File: config.mk
export PLATFORM = sky130hd
export DESIGN_NAME = iprc_top
export DESIGN_NICKNAME = d
export VERILOG_FILES = /design/src/pkg/iprc_pkg.sv /design/src/pkg/iprc_pin_if.sv /design/src/hw/iprc_line_merge.sv /design/src/hw/iprc_top.sv
export SDC_FILE = /design/constraint.sdc
export NUM_CORES = 1
export LEC_CHECK = 0
export BUFFER_PORTS_ARGS = -buffer_cell sky130_fd_sc_hd__buf_2
export CORE_MARGIN = 5
export CORE_UTILIZATION = 55
export DETAILED_ROUTE_END_ITERATION = 6
export GPL_ROUTABILITY_DRIVEN = 0
export PLACE_DENSITY_LB_ADDON = 0.25
export SKIP_CTS_REPAIR_TIMING = 1
export SLEW_MARGIN = 20
export SYNTH_ARGS = -nofsm -noshare
export SYNTH_HDL_FRONTEND = slang
export SYNTH_SLANG_ARGS = --single-unit
File: constraint.sdc
create_clock -name REF_CLK -period 3.2 [get_ports REF_CLK]
set_clock_uncertainty 0.1 [all_clocks]
set_input_delay 0.48 -clock REF_CLK [delete_from_list [all_inputs] [get_ports REF_CLK]]
set_output_delay 0.48 -clock REF_CLK [all_outputs]
set_load 0.005 [all_outputs]
File: src/pkg/iprc_pkg.sv
// Purpose: shared constants and types for the interrupt pin routing block
// Assumes: plain register port, one 100 MHz clock
// Notes:   offsets are register byte offsets inside the configuration space
package iprc_pkg;
	// ------------------------------------------------------------
	// register offsets
	// ------------------------------------------------------------
	localparam logic [15:0] OFS_DEV30_ROUTE = 16'h3142;
	localparam logic [15:0] OFS_DEV29_ROUTE = 16'h3144;
	localparam logic [15:0] OFS_DEV28_ROUTE = 16'h3146;
	localparam logic [15:0] OFS_DEV27_ROUTE = 16'h3148;
	localparam logic [15:0] OFS_DEV26_ROUTE = 16'h314c;
	localparam logic [15:0] OFS_DEV25_ROUTE = 16'h3150;
	localparam logic [15:0] OFS_DEV31_ROUTE = 16'h3140;
	localparam logic [15:0] OFS_OTHER_CTRL  = 16'h31ff;
	localparam logic [15:0] OFS_C3_LATENCY  = 16'h3300;
	localparam logic [15:0] OFS_EVT_STATUS  = 16'h3380;
	localparam logic [15:0] OFS_EVT_MASK    = 16'h3384;
	localparam logic [15:0] OFS_FLOAT_ERROR_IN_CLEAR  = 16'h00f0;

	// ------------------------------------------------------------
	// field layouts and reset values
	// ------------------------------------------------------------
	localparam int          NUM_DEV         = 6;
	localparam int          NUM_PIN         = 4;
	localparam int          NUM_LINE        = 8;
	localparam int          ROUTE_W         = 3;
	localparam int          ROUTE_STRIDE    = 4;
	localparam logic [15:0] ROUTE_RESET     = 16'h3210;
	localparam logic [15:0] ROUTE_MASK      = 16'h7777;
	localparam logic [7:0]  OTHER_RESET     = 8'h00;
	localparam logic [7:0]  OTHER_MASK      = 8'hf3;
	localparam int          OTHER_AEN_BIT   = 0;
	localparam int          OTHER_CEN_BIT   = 1;
	localparam int          OTHER_SEL_LSB   = 4;
	localparam logic [31:0] LAT_RESET       = 32'h0000_0000;
	localparam logic [31:0] LAT_MASK        = 32'h007f_7f7f;
	localparam int          NUM_EVT         = 2;
	localparam int          EVT_FLOAT_ERROR_IN        = 0;
	localparam int          EVT_CFG_CHANGE  = 1;
	localparam int          SYNC_STAGES     = 3;

	typedef logic [15:0] iprc_route_t;
endpackage

File: src/pkg/iprc_pin_if.sv
// Purpose: carries the per-device pin levels and route codes into the line combiner
// Assumes: all signals in the main clock domain
// Notes:   one route word per device, four pins per device
`timescale 1ns/1ps
interface iprc_pin_if;
	import iprc_pkg::*;
	logic [NUM_DEV*NUM_PIN-1:0] pin_level;
	logic [NUM_DEV*16-1:0]      route_word;
	logic [NUM_LINE-1:0]        line_level;
	modport src (output pin_level, output route_word, input line_level);
	modport comb (input pin_level, input route_word, output line_level);
endinterface

File: src/hw/iprc_line_merge.sv
// Purpose: merges every routed device pin onto the eight shared request lines
// Assumes: pin levels active high, already synchronised
// Notes:   purely combinational; the caller registers the result
`timescale 1ns/1ps
module iprc_line_merge
	import iprc_pkg::*;
(
	iprc_pin_if.comb pins
);
	// ------------------------------------------------------------
	// one or-plane per shared line
	// ------------------------------------------------------------
	genvar l;
	generate
		for (l = 0; l < NUM_LINE; l++) begin : g_line
			logic hit;
			// any pin whose route code names this line drives it
			always_comb begin
				hit = 1'b0;
				for (int d = 0; d < NUM_DEV; d++) begin
					for (int p = 0; p < NUM_PIN; p++) begin
						if (pins.pin_level[d*NUM_PIN+p] &&
						    pins.route_word[d*16+p*ROUTE_STRIDE +: ROUTE_W] == ROUTE_W'(l)) begin
							hit = 1'b1;
						end
					end
				end
			end
			assign pins.line_level[l] = hit;
		end
	endgenerate
endmodule

File: src/hw/iprc_top.sv
// Purpose: interrupt pin routing and other interrupt control registers
// Assumes: synchronous active-high reset, one-cycle register strobes
// Notes:   shared lines leave active high; the pad inverts them
//
// Behaviour
// - each 3-bit route code 0..7 picks one of eight shared request lines.
// - route fields sit at bits 2:0, 6:4, 10:8, 14:12; others reserved.
// - writable route registers reset to 3210h.
// - device 30 route register is read-only zero.
// - devices 25..29 and 31 each own a separate route register.
// - bits 7:4 of other control give interrupt controller address bits 15:12.
// - coprocessor error enable clear blocks interrupt 13 and ignore-error output.
// - enabled and float error low raises interrupt 13 until port F0h write.
// - bit 0 enables the I/O interrupt controller and its address decode.
// - C3 latency register holds three 7-bit fields at 6:0, 14:8, 22:16.
`timescale 1ns/1ps
module iprc_top
	import iprc_pkg::*;
(
	input  wire logic                       REF_CLK,
	input  wire logic                       RST,
	input  wire logic [15:0]                REG_ADDR,
	input  wire logic [31:0]                REG_WDATA,
	input  wire logic                       REG_WR,
	input  wire logic                       REG_RD,
	output logic      [31:0]                REG_RDATA,
	input  wire logic [NUM_DEV*NUM_PIN-1:0] DEV_PIN_IN,
	input  wire logic                       FLOAT_ERROR_IN_N,
	output logic      [NUM_LINE-1:0]        SHARED_REQ_LINE,
	output logic                            IRQ13_OUT,
	output logic                            IGNORE_NUMERIC_ERROR_OUT_N,
	output logic                            IO_INTC_ENABLE,
	output logic      [3:0]                 APIC_WINDOW_SELECT,
	output logic      [6:0]                 LAT_C0_TO_C3,
	output logic      [6:0]                 LAT_C2_TO_C3,
	output logic      [6:0]                 LAT_C3_TO_C3,
	output logic                            INTERRUPT
);
	// ------------------------------------------------------------
	// state
	// ------------------------------------------------------------
	typedef struct packed {
		iprc_route_t [NUM_DEV-1:0]     route;
		logic [7:0]                    other;
		logic [31:0]                   lat;
		logic                          irq13;
		logic [2:0]                    float_error_in_sync;
		logic                          float_error_in_seen;
		logic [NUM_EVT-1:0]            status;
		logic [NUM_EVT-1:0]            mask;
		logic [NUM_LINE-1:0]           lines;
		logic [31:0]                   rdata;
	} iprc_state_t;

	iprc_state_t state_r;
	iprc_state_t state_nxt;

	iprc_pin_if pins ();

	// route register index order: dev25, 26, 27, 28, 29, 31
	localparam logic [15:0] ROUTE_OFS [NUM_DEV] = '{OFS_DEV25_ROUTE, OFS_DEV26_ROUTE,
		OFS_DEV27_ROUTE, OFS_DEV28_ROUTE, OFS_DEV29_ROUTE, OFS_DEV31_ROUTE};

	// ------------------------------------------------------------
	// pin fabric
	// ------------------------------------------------------------
	// device pins come from same-clock logic, no synchroniser needed
	assign pins.pin_level  = DEV_PIN_IN;
	assign pins.route_word = state_r.route;

	iprc_line_merge u_merge (
		.pins (pins.comb)
	);

	// ------------------------------------------------------------
	// next state
	// ------------------------------------------------------------
	always_comb begin
		logic float_error_in_low;
		logic f0_write;
		logic [NUM_EVT-1:0] evt;
		float_error_in_low  = 1'b0;
		f0_write  = 1'b0;
		evt       = '0;
		state_nxt = state_r;

		// float error pin is asynchronous: three flops, act when last two agree
		state_nxt.float_error_in_sync = {state_r.float_error_in_sync[1:0], FLOAT_ERROR_IN_N};
		if (state_r.float_error_in_sync[2] == state_r.float_error_in_sync[1]) begin
			state_nxt.float_error_in_seen = ~state_r.float_error_in_sync[2];
		end
		float_error_in_low = state_r.float_error_in_seen;

		// shared lines registered so data outputs come from flops
		state_nxt.lines = pins.line_level;

		// register writes
		if (REG_WR) begin
			for (int d = 0; d < NUM_DEV; d++) begin
				if (REG_ADDR == ROUTE_OFS[d]) begin
					state_nxt.route[d] = REG_WDATA[15:0] & ROUTE_MASK;
				end
			end
			// window select kept writable at any time; safe use is software's job
			if (REG_ADDR == OFS_OTHER_CTRL) begin
				state_nxt.other = REG_WDATA[7:0] & OTHER_MASK;
				if (((REG_WDATA[7:0] & OTHER_MASK) ^ state_r.other) != 8'h00) begin
					evt[EVT_CFG_CHANGE] = 1'b1;
				end
			end
			if (REG_ADDR == OFS_C3_LATENCY) begin
				state_nxt.lat = REG_WDATA & LAT_MASK;
			end
			if (REG_ADDR == OFS_EVT_MASK) begin
				state_nxt.mask = REG_WDATA[NUM_EVT-1:0];
			end
			if (REG_ADDR == OFS_FLOAT_ERROR_IN_CLEAR) begin
				f0_write = 1'b1;
			end
		end

		// coprocessor error: latch on low pin, release on port F0h write or when the enable bit is cleared
		if (!state_r.other[OTHER_CEN_BIT]) begin
			state_nxt.irq13 = 1'b0;
		end else if (float_error_in_low && !state_r.irq13) begin
			state_nxt.irq13 = 1'b1;
			evt[EVT_FLOAT_ERROR_IN]   = 1'b1;
		end else if (f0_write) begin
			state_nxt.irq13 = 1'b0;
		end

		// read data, valid the cycle after the strobe only
		state_nxt.rdata = 32'h0000_0000;
		if (REG_RD) begin
			for (int d = 0; d < NUM_DEV; d++) begin
				if (REG_ADDR == ROUTE_OFS[d]) begin
					state_nxt.rdata = {16'h0000, state_r.route[d]};
				end
			end
			case (REG_ADDR)
				OFS_DEV30_ROUTE: state_nxt.rdata = 32'h0000_0000;
				OFS_OTHER_CTRL:  state_nxt.rdata = {24'h00_0000, state_r.other};
				OFS_C3_LATENCY:  state_nxt.rdata = state_r.lat;
				OFS_EVT_STATUS:  state_nxt.rdata = {{(32-NUM_EVT){1'b0}}, state_r.status};
				OFS_EVT_MASK:    state_nxt.rdata = {{(32-NUM_EVT){1'b0}}, state_r.mask};
				default: begin
				end
			endcase
		end

		// sticky status: read clears, a same-cycle event wins
		if (REG_RD && REG_ADDR == OFS_EVT_STATUS) begin
			state_nxt.status = evt;
		end else begin
			state_nxt.status = state_r.status | evt;
		end
	end

	// ------------------------------------------------------------
	// state register
	// ------------------------------------------------------------
	always_ff @(posedge REF_CLK) begin
		if (RST) begin
			for (int d = 0; d < NUM_DEV; d++) begin
				state_r.route[d] <= ROUTE_RESET;
			end
			state_r.other     <= OTHER_RESET;
			state_r.lat       <= LAT_RESET;
			state_r.irq13     <= 1'b0;
			state_r.float_error_in_sync <= '1;
			state_r.float_error_in_seen <= 1'b0;
			state_r.status    <= '0;
			state_r.mask      <= '0;
			state_r.lines     <= '0;
			state_r.rdata     <= 32'h0000_0000;
		end else begin
			state_r <= state_nxt;
		end
	end

	// ------------------------------------------------------------
	// outputs
	// ------------------------------------------------------------
	assign REG_RDATA                  = state_r.rdata;
	assign SHARED_REQ_LINE            = state_r.lines;
	assign IRQ13_OUT                  = state_r.irq13;
	assign IGNORE_NUMERIC_ERROR_OUT_N = ~state_r.irq13;
	assign IO_INTC_ENABLE             = state_r.other[OTHER_AEN_BIT];
	assign APIC_WINDOW_SELECT         = state_r.other[OTHER_SEL_LSB +: 4];
	assign LAT_C0_TO_C3               = state_r.lat[6:0];
	assign LAT_C2_TO_C3               = state_r.lat[14:8];
	assign LAT_C3_TO_C3               = state_r.lat[22:16];
	assign INTERRUPT                  = |(state_r.status & state_r.mask);
endmodule

==> flow_summary.json <==
{
  "status": "finished, violations left",
  "violations": "DRC",
  "synth_ff_type": "dfxtp_1",
  "viasPerCell": 6.709,
  "setup_viol": 0,
  "synth_edf_count": 0,
  "yosysWarnings": 0,
  "min_period_over_period_pct": 85.30,
  "die_y_um": 131.6,
  "grt_util_all_layers_pct": 32.61,
  "antennaDiodeCount": 0,
  "finalHoldViolCount": 0,
  "drt_wl_total_mm": 29.79,
  "hold_class": "input pin to register",
  "layout_min_cycle_time_ns": 2.730,
  "synth.distinct_cells": 60,
  "grt_pass1_vias": 7916,
  "vias": 8755,
  "finalInstanceArea_um2": 8982,
  "required_ns": 3.42,
  "cts_sinks": 138,
  "drive_above_1_share_pct": 17.40,
  "grt_pass1_wl_mm": 44.84,
  "netlist_area_um2": 8130,
  "fin_setup_tns_ns": 0,
  "ir_worst_vdd_uv": 332.9,
  "pwr_density_cell_nw_per_um2": 442.1,
  "placementRows": 44,
  "async_flop_share_pct": 0,
  "h-tree-depth": 4,
  "critPathTopFamily": "simple AND/OR/NAND/NOR gates",
  "cpMaxStageDelayCell": "or4_1",
  "critPathLaunchType": "input pin",
  "slew_violations": 0,
  "die_area_um2": 17310,
  "clk_latency_ns": 0.43,
  "syn_inst": 1079,
  "cts_tree": "yes",
  "global_route.overflow_total": 0,
  "nets": 1185,
  "drt_iter0_drc": 1510,
  "drtAntennaViolNets": 0,
  "cap_violations": 0,
  "yosysTopAreaCell": "dfxtp_1",
  "rsz0062_at_grt": "no",
  "dpl_cell_area_um2": 8389,
  "fill_cells": 1366,
  "crit_chain": "buf_2 -> or4b_1 -> or3_4 -> or4_1 -> o21ai_1 -> o22ai_1 -> a32o_1",
  "yosysSeqAreaShare_pct": 33.98,
  "p_leak_nw": 3.383,
  "critPathBufInv": 1,
  "die_w_um": 131.6,
  "grt_start_max_net_pins": 92,
  "initial_core_util_pct": 55.94,
  "first_pass_iters": 7,
  "yosys-top-cells-count": "nand2_1, dfxtp_1, clkbuf_1, buf_4, a21oi_1",
  "routedWlPerCell_um": 22.83,
  "drcViolationCount": 129,
  "crit_path_end_kind": "register",
  "max_stage_delay_ns": 0.71,
  "ff2ff_setup_slack_ns": 0.92,
  "worst_pin_slew_ns": 1.017,
  "io_pins": 146,
  "area_growth_pct": 10.48,
  "cts_root_buf": "clkbuf_16",
  "syn_area_per_cell_um2": 7.535,
  "core_area_um2": 14530,
  "slew_headroom_pct": 32.20,
  "critPathArrivalTime_ns": 2.95,
  "fmax_ghz": 0.3664,
  "synth_seq_cells": 138,
  "path_max_fanout": 10,
  "yosys.area.top_type_share_pct": 33.98,
  "worstSetupPathType": "input pin to register",
  "portBuffers": 125,
  "clk_pin_slew_ns": 0.06,
  "clk_path_buf_depth": 2,
  "dp_hpwl_mm": 21.12,
  "synth_most_common_cell": "nand2_1",
  "synth_area_leaders": "dfxtp_1, nand2_1, buf_4",
  "cts_buffers": 17,
  "antenna_found_initial": 0
}
## layer usage
layer	track usage [%]	routed length [µm]	vias to the layer above
met5	0	0	-
li1	-	-	3875
met1	41.21	11330	3994
met4	20.46	2107	0
met2	48.79	12660	691
met3	9.442	3697	195
## metrics by stage
stage,utilization (%),instances,power (mW),hold slack [ns],setup WS [ns]
after floorplan,-,1088,1.884,0.2895,0.4148
after global placement,57.72,1273,1.986,0.2931,0.1186
after detailed placement,57.72,1273,1.988,0.3000,0.09960
after CTS,61.80,1305,3.960,0.1302,0.5385
after global routing,61.80,1305,4.072,0.1352,0.4193
final,61.80,1305,3.971,0.1357,0.4704
## sequential cells by signal, summed over array words and instances (netlist names), 4 cells and up
signal,cells
state_r,7
APIC_WINDOW_SELECT,4
LAT_C3_TO_C3,7
LAT_C2_TO_C3,7
pins.route_word,72
LAT_C0_TO_C3,7
REG_RDATA,22
SHARED_REQ_LINE,8
## cell families after synthesis
group / Yosys count / share of synthesized area (%)
AO/OA/AOI/OAI: 211 / 17.59
XOR/XNOR: 6 / 0.6463
buffers and inverters: 169 / 11.17
flip-flops: 138 / 33.98
multiplexers: 33 / 4.063
other: 1 / 0.04612
AND/OR/NAND/NOR: 521 / 32.50
## cell type report
type	count	area [µm²]	area share (%)
repair buffers	149	818.3	9.110
well taps	184	230.2	2.563
clock inverters	12	136.4	1.518
flip-flops and latches	138	2763	30.76
multi-input cells	781	4499	50.09
inverters	21	78.83	0.8776
clock buffers	20	456.7	5.084
## layout by cell type, fill, tap and decap left out, drive strengths merged, types with 6 or more instances in the layout
cell type | Yosys | layout
a21oi | 65 | 65
nor3 | 54 | 54
mux2i | 33 | 33
nor4 | 30 | 30
a32o | 8 | 8
nor3b | 25 | 25
o32ai | 16 | 16
o2bb2ai | 8 | 8
and2 | 11 | 11
clkbuf | 71 | 20
nand4b | 19 | 19
or3 | 11 | 11
a21boi | 7 | 7
a31oi | 15 | 15
nand3 | 27 | 27
or2 | 6 | 6
a22oi | 6 | 6
buf | 77 | 149
o311ai | 8 | 8
o211ai | 10 | 10
nand4 | 20 | 20
nand2 | 202 | 202
o21ai | 25 | 25
nand2b | 33 | 33
inv | 20 | 24
o22ai | 16 | 16
dfxtp | 138 | 138
conb | 1 | 10
nor2 | 58 | 58
or4 | 8 | 8
## where the power goes
part / switching [mW] / total [mW] / internal, mW
clock: 0.814 / 2.01 / 1.20
sequential: 0.00122 / 1.72 / 1.72
combinational: 0.166 / 0.237 / 0.0707
## worst paths after layout
path                  startpoint                  to  cells past startpoint
max                  REG_ADDR[5]        REG_RDATA[8]                      7
min             FLOAT_ERROR_IN_N       state_nxt[46]                      2
max reg2reg  pins.route_word[17]  SHARED_REQ_LINE[4]                      5
min reg2reg        state_nxt[46]       state_nxt[47]                      1
(Power assumes the default switching activity.)
